[src/include/ivc_pkg.sv]
// Constants shared by the interrupt vector controller and its helpers.
// Assumes one system clock; all offsets are byte addresses on the register port.
//
// Summary of operation
// - A source request is caught on the next clock edge after it reaches the clock domain and sets that vector's arrival flag.
// - The posted flag of a vector sets in the cycle after its arrival flag set.
// - Once a vector is posted, priorities are evaluated for 3 cycles before the request and vector number go to the core.
// - The winning vector's handler address is shown to the core, which acknowledges and then reads it to branch.
// - On the core acknowledge the serviced vector's arrival flag clears first and its posted flag one cycle later.
// - The acknowledge phase lasts 7 cycles while the core finishes its instruction and starts the handler.
// - When the handler returns, a service-complete pulse is raised and the active level status goes back to its earlier value.
// - Among pending vectors of equal level, the lower vector number is forwarded first.
// - Each vector takes its request from a fixed peripheral line, a DMA terminal line or a fabric line.
// - The DMA choice connects straight to the DMA terminal outputs, two per DMA channel.
// - Through the fabric choice only fabric signal n can reach vector n.
// - Vectors 0 to 15 take DMA group A bits 0 to 15, vectors 16 to 31 group B bits 0 to 15, and fabric line n feeds vector n.
// - Software gives each vector one of eight levels at run time and handlers nest across the eight levels.
// - Each vector has its own enable.
// - Software can force a vector pending and can clear a vector's pending state without service.
package ivc_pkg;
   localparam int NUM_VEC = 32;
   localparam int LVL_W = 3;
   localparam int SEL_W = 2;
   localparam int DMA_GRP = 16;
   // Register offsets.
   localparam logic [7:0] OFS_EN = 8'h00;
   localparam logic [7:0] OFS_FORCE = 8'h04;
   localparam logic [7:0] OFS_CLR = 8'h08;
   localparam logic [7:0] OFS_ARR = 8'h0c;
   localparam logic [7:0] OFS_POSTED_FLAG = 8'h10;
   localparam logic [7:0] OFS_ACT = 8'h14;
   localparam logic [7:0] OFS_EVT = 8'h18;
   localparam logic [7:0] OFS_MASK = 8'h1c;
   localparam logic [3:0] OFS_PRIO_HI = 4'h2;
   localparam logic [3:0] OFS_SEL_HI = 4'h3;
   localparam logic [1:0] SEL_REGS = 2'h2;
   // Field layout: eight level fields of four bits, sixteen select fields of two bits.
   localparam int PRIO_STRIDE = 4;
   localparam int PRIO_PER_REG = 8;
   localparam int SEL_PER_REG = 16;
   localparam int ACT_PHASE_BIT = 8;
   // Source select encodings.
   localparam logic [1:0] SRC_FIXED = 2'h0;
   localparam logic [1:0] SRC_DMA = 2'h1;
   localparam logic [1:0] SRC_FABRIC = 2'h2;
   // Event status bits.
   localparam int EVT_FWD = 0;
   localparam int EVT_ACK = 1;
   localparam int EVT_DONE = 2;
   localparam int EVT_W = 3;
   // Reset values and timing counts.
   localparam logic [31:0] EN_RST = 32'h0;
   localparam logic [3:0] LVL_NONE = 4'h8;
   localparam logic [2:0] EVAL_CYC = 3'h3;
   localparam logic [2:0] ACK_CYC = 3'h7;
   typedef enum logic [1:0] {
      IVC_IDLE = 2'b00,
      IVC_EVAL = 2'b01,
      IVC_REQ = 2'b10,
      IVC_ACK = 2'b11
   } ivc_state_t;
endpackage : ivc_pkg

[src/include/ivc_arb_if.sv]
// Interface between the controller and its priority arbiter.
// Assumes both ends sit on the same clock; the arbiter itself is combinational.
`timescale 1ns/1ns
interface ivc_arb_if #(parameter int NV = 32, parameter int LW = 3);
   logic [NV-1:0] eligible;
   logic [NV*LW-1:0] lvl;
   logic win_valid;
   logic [$clog2(NV)-1:0] win_idx;
   modport ctl (output eligible, output lvl, input win_valid, input win_idx);
   modport arb (input eligible, input lvl, output win_valid, output win_idx);
endinterface : ivc_arb_if

[src/rtl/ivc_prio_arb.sv]
// Picks the eligible vector with the lowest level number, lowest index on a tie.
// Assumes eligibility already holds enable, posted and nesting filters.
`timescale 1ns/1ns
module ivc_prio_arb
   import ivc_pkg::*;
(
   ivc_arb_if.arb a
);
   logic [3:0] best;
   // Scan downward so an equal level at a lower index takes over.
   always_comb begin
      best = LVL_NONE;
      a.win_valid = 1'b0;
      a.win_idx = '0;
      for (int v = NUM_VEC - 1; v >= 0; v--) begin
         if (a.eligible[v] && ({1'b0, a.lvl[v*LVL_W +: LVL_W]} <= best)) begin
            best = {1'b0, a.lvl[v*LVL_W +: LVL_W]};
            a.win_valid = 1'b1;
            a.win_idx = 5'(v);
         end
      end
   end
endmodule : ivc_prio_arb

[src/rtl/ivc_vec_ram.sv]
// Handler address table with one write port and two registered read ports.
// Assumes the writer and both readers share the clock and clock enable.
`timescale 1ns/1ns
module ivc_vec_ram #(
   parameter int DEPTH = 32,
   parameter int W = 16
) (
   input wire logic clk,
   input wire logic rst,
   input wire logic ce,
   input wire logic we,
   input wire logic [$clog2(DEPTH)-1:0] waddr,
   input wire logic [W-1:0] wdata,
   input wire logic [$clog2(DEPTH)-1:0] raddr_a,
   output logic [W-1:0] rdata_a,
   input wire logic [$clog2(DEPTH)-1:0] raddr_b,
   output logic [W-1:0] rdata_b
);
   logic [W-1:0] mem [DEPTH];
   // Storage has no reset; software loads it before enabling vectors.
   always_ff @(posedge clk) begin
      if (ce && we) begin
         mem[waddr] <= wdata;
      end
   end
   // Both read ports come out of registers.
   always_ff @(posedge clk or posedge rst) begin
      if (rst) begin
         rdata_a <= '0;
         rdata_b <= '0;
      end else if (ce) begin
         rdata_a <= mem[raddr_a];
         rdata_b <= mem[raddr_b];
      end
   end
endmodule : ivc_vec_ram

[src/rtl/ivc_ctrl.sv]
// Vectored interrupt controller: source selection, arrival and posted flags,
// priority evaluation, core handshake, nesting status and register port.
// Assumes source lines are asynchronous and the core handshake runs on sys_clk.
//
// Added by the designer: strobed register access and the register offsets.
`timescale 1ns/1ns
module ivc_ctrl
   import ivc_pkg::*;
#(
   parameter int HADDR_W = 16
) (
   input wire logic sys_clk,
   input wire logic sys_rst,
   input wire logic clk_en,
   input wire logic [NUM_VEC-1:0] fixed_irq,
   input wire logic [DMA_GRP-1:0] dma_term_group_a,
   input wire logic [DMA_GRP-1:0] dma_term_group_b,
   input wire logic [NUM_VEC-1:0] fabric_irq,
   input wire logic [7:0] reg_addr,
   input wire logic [31:0] reg_wdata,
   input wire logic reg_wr,
   input wire logic reg_rd,
   output logic [31:0] reg_rdata,
   output logic core_irq,
   output logic [4:0] core_vector,
   output logic [HADDR_W-1:0] core_handler_addr,
   input wire logic core_acknowledge,
   input wire logic return_from_handler_instr,
   output logic core_ack_phase,
   output logic service_complete,
   output logic irq_out
);
   if (HADDR_W < 1 || HADDR_W > 32) begin : g_chk
      $error("HADDR_W must lie between 1 and 32");
   end

   ////////////////////////////////////////////////////////////////////////////
   // Synchronisers for every asynchronous source line.
   logic [3*NUM_VEC-1:0] raw_w;
   logic [3*NUM_VEC-1:0] s1_q;
   logic [3*NUM_VEC-1:0] s2_q;
   logic [NUM_VEC-1:0] src_prev_q;
   assign raw_w = {fabric_irq, dma_term_group_b, dma_term_group_a, fixed_irq};

   // Two flops per line; only the second stage is looked at.
   always_ff @(posedge sys_clk or posedge sys_rst) begin
      if (sys_rst) begin
         s1_q <= '0;
         s2_q <= '0;
      end else if (clk_en) begin
         s1_q <= raw_w;
         s2_q <= s1_q;
      end
   end

   ////////////////////////////////////////////////////////////////////////////
   // Register port decode.
   logic wr_en_w, wr_force_w, wr_clr_w, wr_evt_mask_w, wr_prio_w, wr_sel_w, wr_tab_w;
   logic rd_evt_w;
   assign wr_en_w = reg_wr && reg_addr == OFS_EN;
   assign wr_force_w = reg_wr && reg_addr == OFS_FORCE;
   assign wr_clr_w = reg_wr && reg_addr == OFS_CLR;
   assign wr_evt_mask_w = reg_wr && reg_addr == OFS_MASK;
   assign wr_prio_w = reg_wr && reg_addr[7:4] == OFS_PRIO_HI;
   assign wr_sel_w = reg_wr && reg_addr[7:4] == OFS_SEL_HI && reg_addr[3:2] < SEL_REGS;
   assign wr_tab_w = reg_wr && reg_addr[7];
   assign rd_evt_w = reg_rd && reg_addr == OFS_EVT;

   ////////////////////////////////////////////////////////////////////////////
   // Per-vector state and its next values.
   ivc_state_t st_q, st_d;
   logic [NUM_VEC-1:0] en_q, arr_q, arr_d, posted_flag_q, posted_flag_d, src_w;
   logic [NUM_VEC-1:0] elig_w, same_lo_w;
   logic [NUM_VEC*LVL_W-1:0] prio_q, prio_d;
   logic [NUM_VEC*SEL_W-1:0] sel_q, sel_d;
   logic [NUM_VEC*PRIO_STRIDE-1:0] prio_view_w;
   logic [LVL_W-1:0] prio_arr [NUM_VEC];
   logic [4:0] win_q;
   logic ack_take_w, posted_flag_clr_q;
   logic [3:0] ceil_w;
   ivc_arb_if #(.NV(NUM_VEC), .LW(LVL_W)) arb_if ();

   for (genvar v = 0; v < NUM_VEC; v++) begin : g_vec
      logic [1:0] sel_w;
      logic rise_w, set_w, clr_sw_w, serviced_w;
      assign sel_w = sel_q[v*SEL_W +: SEL_W];
      // Pick the source kind the vector is configured for.
      assign src_w[v] = (sel_w == SRC_FIXED) ? s2_q[v] :
                        (sel_w == SRC_DMA) ? s2_q[NUM_VEC + v] :
                        (sel_w == SRC_FABRIC) ? s2_q[2*NUM_VEC + v] : 1'b0;
      assign rise_w = src_w[v] && !src_prev_q[v];
      assign set_w = rise_w || (wr_force_w && reg_wdata[v]);
      assign clr_sw_w = wr_clr_w && reg_wdata[v];
      assign serviced_w = win_q == 5'(v);
      // A new arrival wins over any clear in the same cycle.
      assign arr_d[v] = set_w || (arr_q[v] && !clr_sw_w && !(ack_take_w && serviced_w));
      // Posted follows arrival one cycle later; service clears it a cycle after arrival.
      assign posted_flag_d[v] = (arr_q[v] && !clr_sw_w) ||
                         (posted_flag_q[v] && !clr_sw_w && !(posted_flag_clr_q && serviced_w));
      assign prio_d[v*LVL_W +: LVL_W] =
         (wr_prio_w && reg_addr[3:2] == 2'(v / PRIO_PER_REG)) ?
         reg_wdata[(v % PRIO_PER_REG)*PRIO_STRIDE +: LVL_W] : prio_q[v*LVL_W +: LVL_W];
      assign sel_d[v*SEL_W +: SEL_W] =
         (wr_sel_w && reg_addr[2] == 1'(v / SEL_PER_REG)) ?
         reg_wdata[(v % SEL_PER_REG)*SEL_W +: SEL_W] : sel_w;
      assign prio_arr[v] = prio_q[v*LVL_W +: LVL_W];
      assign prio_view_w[v*PRIO_STRIDE +: PRIO_STRIDE] = {1'b0, prio_arr[v]};
      // Only enabled, posted vectors above the running level compete.
      assign elig_w[v] = posted_flag_q[v] && en_q[v] && ({1'b0, prio_arr[v]} < ceil_w);
      assign same_lo_w[v] = elig_w[v] && prio_arr[v] == prio_arr[arb_if.win_idx] &&
                            5'(v) < arb_if.win_idx;
   end

   // Flag and configuration registers.
   always_ff @(posedge sys_clk or posedge sys_rst) begin
      if (sys_rst) begin
         arr_q <= '0;
         posted_flag_q <= '0;
         prio_q <= '0;
         sel_q <= '0;
         src_prev_q <= '0;
      end else if (clk_en) begin
         arr_q <= arr_d;
         posted_flag_q <= posted_flag_d;
         prio_q <= prio_d;
         sel_q <= sel_d;
         src_prev_q <= src_w;
      end
   end

   // Enable register, one bit per vector.
   always_ff @(posedge sys_clk or posedge sys_rst) begin
      if (sys_rst) begin
         en_q <= EN_RST;
      end else if (clk_en && wr_en_w) begin
         en_q <= reg_wdata;
      end
   end

   ////////////////////////////////////////////////////////////////////////////
   // Nesting status: one bit per level that has a handler running.
   logic [7:0] act_q, act_d, push_w;
   always_comb begin
      ceil_w = LVL_NONE;
      for (int i = 7; i >= 0; i--) begin
         if (act_q[i]) begin
            ceil_w = 4'(i);
         end
      end
   end
   assign push_w = ack_take_w ? 8'(8'h01 << prio_arr[win_q]) : 8'h00;
   // A return drops the most urgent running level, restoring the earlier status.
   assign act_d = (return_from_handler_instr ? (act_q & (act_q - 8'h01)) : act_q) | push_w;

   assign arb_if.eligible = elig_w;
   assign arb_if.lvl = prio_q;
   ivc_prio_arb u_arb (
      .a (arb_if)
   );

   ////////////////////////////////////////////////////////////////////////////
   // Core handshake state machine.
   logic [2:0] cnt_q, cnt_d;
   logic win_ok_w;
   assign win_ok_w = posted_flag_q[win_q] && en_q[win_q];
   assign ack_take_w = st_q == IVC_REQ && win_ok_w && core_acknowledge;
   assign core_irq = st_q == IVC_REQ && win_ok_w;
   assign core_ack_phase = st_q == IVC_ACK;

   always_comb begin
      st_d = st_q;
      cnt_d = cnt_q;
      case (st_q)
         IVC_IDLE: begin
            cnt_d = 3'h0;
            if (arb_if.win_valid) begin
               st_d = IVC_EVAL;
            end
         end
         IVC_EVAL: begin
            cnt_d = cnt_q + 3'h1;
            if (cnt_q == EVAL_CYC - 3'h1) begin
               st_d = arb_if.win_valid ? IVC_REQ : IVC_IDLE;
               cnt_d = 3'h0;
            end
         end
         IVC_REQ: begin
            if (!win_ok_w) begin
               st_d = IVC_IDLE;
            end else if (core_acknowledge) begin
               st_d = IVC_ACK;
            end
         end
         IVC_ACK: begin
            cnt_d = cnt_q + 3'h1;
            if (cnt_q == ACK_CYC - 3'h1) begin
               st_d = IVC_IDLE;
               cnt_d = 3'h0;
            end
         end
         default: begin
            st_d = IVC_IDLE;
            cnt_d = 3'h0;
         end
      endcase
   end

   // State, winner and the delayed posted clear.
   always_ff @(posedge sys_clk or posedge sys_rst) begin
      if (sys_rst) begin
         st_q <= IVC_IDLE;
         cnt_q <= 3'h0;
         win_q <= 5'h0;
         posted_flag_clr_q <= 1'b0;
         act_q <= 8'h00;
         service_complete <= 1'b0;
      end else if (clk_en) begin
         st_q <= st_d;
         cnt_q <= cnt_d;
         if (st_q == IVC_EVAL && st_d == IVC_REQ) begin
            win_q <= arb_if.win_idx;
         end
         posted_flag_clr_q <= ack_take_w;
         act_q <= act_d;
         service_complete <= return_from_handler_instr;
      end
   end
   assign core_vector = win_q;

   ////////////////////////////////////////////////////////////////////////////
   // Handler table: port A feeds the core, port B the register read.
   logic [HADDR_W-1:0] tab_b_w;
   logic tab_rd_q;
   ivc_vec_ram #(.DEPTH(NUM_VEC), .W(HADDR_W)) u_ram (
      .clk (sys_clk),
      .rst (sys_rst),
      .ce (clk_en),
      .we (wr_tab_w),
      .waddr (reg_addr[6:2]),
      .wdata (reg_wdata[HADDR_W-1:0]),
      .raddr_a (st_q == IVC_EVAL ? arb_if.win_idx : win_q),
      .rdata_a (core_handler_addr),
      .raddr_b (reg_addr[6:2]),
      .rdata_b (tab_b_w)
   );

   ////////////////////////////////////////////////////////////////////////////
   // Event status, mask and interrupt output.
   logic [EVT_W-1:0] evt_q, evt_d, mask_q, evt_set_w;
   assign evt_set_w = {return_from_handler_instr, ack_take_w,
                       st_q == IVC_EVAL && st_d == IVC_REQ};
   // Read clears the status, but an event in the same cycle still lands.
   assign evt_d = (rd_evt_w ? '0 : evt_q) | evt_set_w;
   assign irq_out = |(evt_q & mask_q);

   always_ff @(posedge sys_clk or posedge sys_rst) begin
      if (sys_rst) begin
         evt_q <= '0;
         mask_q <= '0;
      end else if (clk_en) begin
         evt_q <= evt_d;
         if (wr_evt_mask_w) begin
            mask_q <= reg_wdata[EVT_W-1:0];
         end
      end
   end

   // Read data mux; unmapped offsets return zero.
   logic [31:0] rd_mux_w, rdata_q;
   assign rd_mux_w =
      (reg_addr == OFS_EN) ? en_q :
      (reg_addr == OFS_ARR) ? arr_q :
      (reg_addr == OFS_POSTED_FLAG) ? posted_flag_q :
      (reg_addr == OFS_ACT) ? {23'h0, core_ack_phase, act_q} :
      (reg_addr == OFS_EVT) ? {29'h0, evt_q} :
      (reg_addr == OFS_MASK) ? {29'h0, mask_q} :
      (reg_addr[7:4] == OFS_PRIO_HI) ? prio_view_w[reg_addr[3:2]*32 +: 32] :
      (reg_addr[7:4] == OFS_SEL_HI && reg_addr[3:2] < SEL_REGS) ?
         sel_q[reg_addr[2]*32 +: 32] : 32'h0;

   always_ff @(posedge sys_clk or posedge sys_rst) begin
      if (sys_rst) begin
         rdata_q <= 32'h0;
         tab_rd_q <= 1'b0;
      end else if (clk_en) begin
         rdata_q <= reg_rd ? rd_mux_w : 32'h0;
         tab_rd_q <= reg_rd && reg_addr[7];
      end
   end
   assign reg_rdata = tab_rd_q ? 32'(tab_b_w) : rdata_q;
endmodule : ivc_ctrl

[config.mk]
export PLATFORM = sky130hd
export DESIGN_NAME = ivc_ctrl
export DESIGN_NICKNAME = d
export VERILOG_FILES = /design/src/include/ivc_pkg.sv /design/src/include/ivc_arb_if.sv /design/src/rtl/ivc_prio_arb.sv /design/src/rtl/ivc_vec_ram.sv /design/src/rtl/ivc_ctrl.sv
export SDC_FILE = /design/constraint.sdc
export NUM_CORES = 2
export LEC_CHECK = 0
export BUFFER_PORTS_ARGS = -buffer_cell sky130_fd_sc_hd__buf_4
export CORE_MARGIN = 4
export CORE_UTILIZATION = 40
export CTS_BUF_LIST = sky130_fd_sc_hd__clkbuf_16
export DETAILED_ROUTE_END_ITERATION = 8
export PLACE_DENSITY = 0.65
export SYNTH_ARGS = -nofsm -noshare
export SYNTH_HDL_FRONTEND = slang
export SYNTH_SLANG_ARGS = --single-unit
[constraint.sdc]
create_clock -name sys_clk -period 62.5 [get_ports sys_clk]
set_input_delay 3.125 -clock sys_clk [delete_from_list [all_inputs] [get_ports sys_clk]]
set_output_delay 3.125 -clock sys_clk [all_outputs]
set_load 0.01 [all_outputs]
======== Word-level counts from Yosys, hierarchy flattened ========
Memory sizes are Yosys's and may differ from the RTL's. A register that Yosys moved wholly into a read port is not among the register bits.
Index checks and enable logic that the tools add are counted.
cells by class
  equal/unequal tests ..................... 113
  $lt $le $gt $ge ......................... 67
  shift-type cells ........................ 3
  multiplexer cells ....................... 232
  reductions and logical operators ........ 678
  bitwise operators ....................... 6
  add/sub/neg operators ................... 2
operator list
  cell                  number
  $logic_and A1 B1 Y1   407
  $mux W32              10
  $mux W5               33
  $mux W4               39
  $mux W1               132
  $logic_not A1 Y1      128
  $lt A3 B4 Y1          32
  $shiftx A128 B8 Y32   1
  $le A3 B4 Y1          31
  $logic_or A1 B1 Y1    96
  $eq A5 B5 Y1 const B  16
  $eq A2 B2 Y1 const B  37
  $eq A2 B1 Y1 const B  34
  $logic_not A2 Y1      34
  $shiftx A64 B7 Y32    1
  $eq A5 B4 Y1 const B  8
  $eq A8 B5 Y1 const B  4
  $eq A5 B3 Y1 const B  4
  $reduce_and A2 Y1     9
  $eq A8 B4 Y1 const B  2
  $mux W8               2
  $bmux W3 S5           1
  $mux W3               5
  $mux W2               6
  26 further kinds      29
word-level totals
  word-level logic and storage cells ...... 1,124
  output and inout bits ................... 57
  memories kept ........................... 1
  RAM bits ................................ 512
  input bits .............................. 143
  register bits after elaboration ......... 539
memory list
  memory     words  width  read ports  clocked after memory_dff  wr ports  RTL line           text
  u_ram.mem  32     16     2           2                         1         ivc_vec_ram.sv:19  logic [W-1:0] mem [DEPTH];

======== Logic depth before layout (Yosys ltp) ========
  depth in word-level cells ............... 111
  mapped depth ............................ 296
  depth with buffers taken out ............ 287

======== Hierarchy ========
From an unflattened synthesis, not the netlist that was laid out.
second synthesis, totals
  cell total of the unflattened synthesis .. 4,828
  area, all modules ....................... 58,284.6 um^2
by module, submodules not included
  module        cells an instance  area each (um^2)  instances
  ivc_ctrl      2,343              27,487.6          1
  ivc_vec_ram   1,699              25,617.1          1
  ivc_prio_arb  786                5,180.0           1

======== Worst setup path after synthesis ========
Ideal clock, no wire load.
  kind .................................... reg-to-reg
  from .................................... register act_q[6]
  to ...................................... register u_ram.rdata_a[1] (read register of u_ram.mem)
  arrival ................................. 45,106 ps
  stages on the path, launching flop included .. 270
  setup slack ............................. 17,307 ps
  data required time ...................... 62,413 ps
  library setup time ...................... 87 ps
  path through ............................ dfrtp_1 -> nor2_1 -> nor3_1 -> o31ai_1 -> ha_1 -> o21a_1 -> nor2_1 -> o21bai_1 -> nand2_1 -> nand2_1 -> ha_1 -> nor2b_1 -> o21a_1 -> o21ai_0 -> a21o_1 -> a32oi_1 -> ha_1 -> nor2b_1 -> (+234 left out) -> a22o_1 -> a31oi_1 -> ha_1 -> nor2b_1 -> o21ai_0 -> inv_1 -> o21ai_0 -> nor2_1 -> o2111ai_1 -> nor3_1 -> a22o_1 -> and2_1 -> buf_2 -> buf_2 -> a22oi_1 -> o21a_1 -> o221ai_1 -> a211oi_2
between the ends
  word-level cells in the longest chain between the ends .. 105
  elaborated cells between the ends (all ways) .. 198
  those cells by class .................... order compare (63); mux (71); reduce/logical (64)
RTL lines
  item                    RTL line            text
  from (decl)             ivc_ctrl.sv:142     logic [7:0] act_q, act_d, push_w;
  from (signal assigned)  ivc_ctrl.sv:224     act_q <= act_d;
  $mux W4 * (7 in a row)  ivc_ctrl.sv:146     if (act_q[i]) begin
  $lt A3 B4 Y1            ivc_ctrl.sv:109     assign elig_w[v] = posted_flag_q[v] && en_q[v] && ({1'b0, prio_arr[v]} < ceil_w);
  $logic_and A1 B1 Y1     ivc_ctrl.sv:109
  $logic_and A1 B1 Y1     ivc_prio_arb.sv:16  if (a.eligible[v] && ({1'b0, a.lvl[v*LVL_W +: LVL_W]} <= best)) begin
  $mux W4                 ivc_prio_arb.sv:16
  $le A3 B4 Y1            ivc_prio_arb.sv:16
  $logic_and A1 B1 Y1     ivc_prio_arb.sv:16
  $mux W4                 ivc_prio_arb.sv:16
  (+83 left out)          n/a
  $mux W4                 ivc_prio_arb.sv:16
  $le A3 B4 Y1            ivc_prio_arb.sv:16
  $logic_and A1 B1 Y1     ivc_prio_arb.sv:16
  $mux W4                 ivc_prio_arb.sv:16
  $le A3 B4 Y1            ivc_prio_arb.sv:16
  $logic_and A1 B1 Y1     ivc_prio_arb.sv:16
  $mux W5 *               ivc_prio_arb.sv:16
  $mux W5 *               ivc_ctrl.sv:241     .raddr_a (st_q == IVC_EVAL ? arb_if.win_idx : win_q),
  to (decl)               ivc_vec_ram.sv:15   output logic [W-1:0] rdata_a,
Mark *: on every way between the ends. The rest lies on a longest branch, timed or not.
A chain may end at the register's enable or synchronous reset.

======== Worst setup path after layout ========
  from .................................... register act_q[0]
  to ...................................... register u_ram.rdata_a[5] (read register of u_ram.mem)
between the ends
  word-level cells in the longest chain between the ends .. 99
  elaborated cells between the ends (all ways) .. 192
  those cells by class .................... order compare (63); mux (65); reduce/logical (64)
RTL lines
  item                 RTL line
  $mux W4 *            ivc_ctrl.sv:146
  $lt A3 B4 Y1         ivc_ctrl.sv:109
  $logic_and A1 B1 Y1  ivc_ctrl.sv:109
  $logic_and A1 B1 Y1  ivc_prio_arb.sv:16
  $mux W4              ivc_prio_arb.sv:16
  $le A3 B4 Y1         ivc_prio_arb.sv:16
  $logic_and A1 B1 Y1  ivc_prio_arb.sv:16
  $mux W4              ivc_prio_arb.sv:16
  (+83 left out)       n/a
  $mux W4              ivc_prio_arb.sv:16
  $le A3 B4 Y1         ivc_prio_arb.sv:16
  $logic_and A1 B1 Y1  ivc_prio_arb.sv:16
  $mux W4              ivc_prio_arb.sv:16
  $le A3 B4 Y1         ivc_prio_arb.sv:16
  $logic_and A1 B1 Y1  ivc_prio_arb.sv:16
  $mux W5 *            ivc_prio_arb.sv:16
  $mux W5 *            ivc_ctrl.sv:241
Marked as above.

==> metrics.log <==
[metrics] number of nets with antenna violations after routing: 0
[metrics] final setup TNS: 0 ns
[metrics] Final Cell Area: 64800 µm²
[metrics] area added between synthesis and finish: 12.0%
[metrics] filler cell count: 13100
[metrics] die height: 388 µm
[metrics] die width: 388 µm
[metrics] via count: 43800
[metrics] actual transition at the worst max-transition pin: 1.27 ns
[metrics] starting DRC count in detailed routing: 5955
[metrics] number of setup violations in the final report: 0
[metrics] YS warnings: 0
[metrics] detailed-route wire length: 204000 µm
[metrics] DRC violations left: 0
[metrics] areal power density over the cells: 34.5 nW/µm²
[metrics] sequential-to-total area share from yosys stat: 51.3%
[metrics] number of I/O port buffers: 199
[metrics] wire per inst: 29.7 µm
[metrics] final critical path time including I/O delays and setup: 53.60 ns
[metrics] number of hold-slack violations in the final timing report: 0
[metrics] mapped cell area: 57800 µm²
[metrics] Unique masters post-synth: 108
[metrics] clock transition at the registers of the reported paths: 0.07 ns
[metrics] number of top-level pins: 200
[metrics] Leakage Power: 24.7 nW
[metrics] total placed cells including tap cells: 6665
[metrics] tightest slew margin relative to the limit: 15.4%
[metrics] most used cell along the critical path: sky130_fd_sc_hd__ha_1
[metrics] Final Cycle Share: 85.8%
[metrics] setup bufs post-CTS: 0
[metrics] post-route non-filler standard cell count: 6875
[metrics] result of the run: completed
[metrics] half-perimeter wire length after placement: 136000 µm
[metrics] Max Fanout on Critical Path: 37
[metrics] TritonCTS Buffers: 109
[metrics] post-synthesis async set-or-reset flop share: 52.7%
[metrics] fraction of layout instances using a drive strength above 1: 22.3%
[metrics] post-detailed-placement cell area: 61300 µm²
[metrics] die area: 151000 µm²
[metrics] commonest non-fill, non-tap cell in the layout: sky130_fd_sc_hd__dfrtp_1
[metrics] CTS root buffer: sky130_fd_sc_hd__clkbuf_16
[metrics] number of H-tree levels: 3
[metrics] count of pins over their slew limit: 0
[metrics] maximum count of clock buffers along a single path: 3
[metrics] total overflow reported by the global router: 0
[metrics] prevailing post-synth register cell: sky130_fd_sc_hd__dfrtp_1
[metrics] worst hold slack: 0.494 ns
[metrics] average cell area after synthesis: 12.0 µm²
[metrics] Layout Utilization: 45.1%
[metrics] category of the critical setup timing path: reg2reg
[metrics] total area of multi-input combinational cells: 26500 µm²
[metrics] number of max-cap violations: 0
[metrics] TritonCTS clock tree: done
[metrics] class of the tightest hold or removal check: reg2reg
[metrics] total of hold buffers inserted after clock tree synthesis: 0
[metrics] insertion delay of the later-clocked pin in the worst-skew pair: 0.76 ns
[metrics] RePlAce Congestion: 0.969
[metrics] final worst slack: 8.90 ns
[metrics] syn nets: 5099
[metrics] TritonRoute pass-1 iters: 7
[metrics] cell count after synthesis: 4798
[metrics] register bit total from synthesis: 1083
[metrics] register area: 29700 µm²
[metrics] CP arrival: 54.20 ns
[metrics] average vias per placed instance: 6.37
[metrics] required time of the worst setup path: 63.10 ns
[metrics] maximum vdd ir drop: 0.0000457 V
[metrics] kind of end point of the critical path: register
[metrics] effective utilization at floorplan: 40.2%
[metrics] global-route total usage across every layer: 26.3%
[metrics] worst-case setup slack after placement: 10.11 ns
[metrics] Power Total: 2.23 mW
[metrics] pin count of the biggest net entering global routing: 202
[metrics] startpoint types: register
[metrics] CP max-delay cell: sky130_fd_sc_hd__nor2_2
[metrics] antenna violations before repair: 12
[metrics] wire length of the first global-routing pass: 295000 µm
[metrics] number of sinks driven by the clock tree: 1083
[metrics] Post-synth EDFFs: 512
[metrics] worst stage delay on the critical path: 0.76 ns
[metrics] commonest cells after routing, fill and taps aside: sky130_fd_sc_hd__dfrtp_1 (568), sky130_fd_sc_hd__edfxtp_1 (512), sky130_fd_sc_hd__nand2_1 (430)
[metrics] number of global-route vias before repair: 41900
[metrics] setup clock skew after layout: 0.0449 ns
[metrics] number of rows created at floorplan: 139
[metrics] achievable frequency: 18.7 MHz
[metrics] net total in the final layout: 5174
[metrics] core region area: 144000 µm²
[metrics] number of gates resized after CTS: 0
[metrics] RSZ-0062 raised after global routing: no
## area by class of cell
cell class | count | share of cell area, %
Antenna cell | 8 | 0.0309
Clock buffer | 109 | 4.21
Clock inverter | 93 | 1.12
Inverter | 166 | 0.974
Multi-Input combinational cell | 3243 | 40.9
Sequential cell | 1083 | 45.8
Tap cell | 1903 | 3.68
Timing Repair Buffer | 270 | 3.26
## critical path, delay by kind of cell (launching register included)
| kind | cells | cell delay, ns |
|---|---|---|
| flops | 1 | 0.56 |
| mux | 5 | 1.84 |
| buf+inv | 20 | 2.36 |
| simple gates | 61 | 12.34 |
| fa+ha+maj | 31 | 8.13 |
| compound gates | 146 | 28.06 |
## cells by family (layout without fill, tap and decap cells)
kind of cell / count (synthesis) / count (layout) / share of synthesized area [%]
AO/OA/AOI/OAI: 1208 / 1208 / 14.3
flip-flops: 1083 / 1083 / 51.3
AND/OR/NAND/NOR: 1029 / 1029 / 8.01
multiplexers: 847 / 847 / 19.6
buffers and inverters: 472 / 638 / 3.41
adder cells (fa/ha/maj): 158 / 158 / 3.42
XOR/XNOR: 1 / 1 / 0.0152
other: 0 / 8 / 0
## state kept, by name, summed over array words and instances, names as in the netlist, 64 cells and up
| name | cells |
|---|---|
| arb_if.lvl | 96 |
| sel_q | 64 |
| s1_q | 96 |
| s2_q | 96 |
| u_ram.mem | 512 |
## routing by layer
metal  vias to the layer above  part of all wire, %  GRT usage [%]
met5                         -               0.0039              0
li1                      18500                    -              -
met2                      2568                   43           38.3
met4                         2                  4.3           10.2
met3                       532                   12           7.58
met1                     22200                   41           37.1
## path summary, 6_finish.rpt
| kind | start | end | slack [ns] | cells past startpoint |
|---|---|---|---|---|
| setup reg to reg | act_q[0] | u_ram.rdata_a[5] | 8.90 | 263 |
| max in group asynchronous | sys_rst | arb_if.lvl[28] | 57.83 | 4 |
| hold reg to reg | s1_q[48] | s2_q[48] | 0.49 | 1 |
| min in group asynchronous | sys_rst | s1_q[76] | 2.55 | 2 |
| hold / removal | s1_q[48] | s2_q[48] | 0.49 | 1 |
| setup / recovery | act_q[0] | u_ram.rdata_a[5] | 8.90 | 263 |
## cells in the mapped netlist (all sizes together), types with 9 or more instances
library cell  number  area [µm²]
nand2            431        1620
nor2b             31         194
edfxtp           512       15400
a22o              54         473
mux2i            290        2900
o31ai             12         109
nor2             265        1000
a21o              39         293
mux2             368        4150
or2               14        90.1
clkbuf           194         731
a31o              11        96.4
buf              112         617
a31oi             89         557
a311oi            11         120
nand3            103         521
nand2b            15        93.8
o21a              39         293
nand4             12        75.1
a211oi            55         428
o22ai             47         294
a221oi            60         588
and3              17         106
or3               17         106
dfrtp            571       14300
o221ai            18         158
a32o              41         410
nor4               9        86.3
ha               158        1980
o211ai            44         335
mux4             189        4260
o21bai            12        93.8
inv              164         616
nor3              38         206
a32oi             14         123
a21oi            222        1120
o2111ai           11         103
a22oi             47         353
and2              56         354
o21ai            304        1540
## power by group
group / switching [mW] / internal [mW] / leakage (nW) / total [mW]
Clock: 0.296 / 0.352 / 1.75 / 0.648
Combinational: 0.462 / 0.280 / 11.6 / 0.742
Sequential: 0.0543 / 0.789 / 11.4 / 0.844
Total: 0.812 / 1.42 / 24.7 / 2.23
Note: power is estimated with default switching activity, not from simulation.
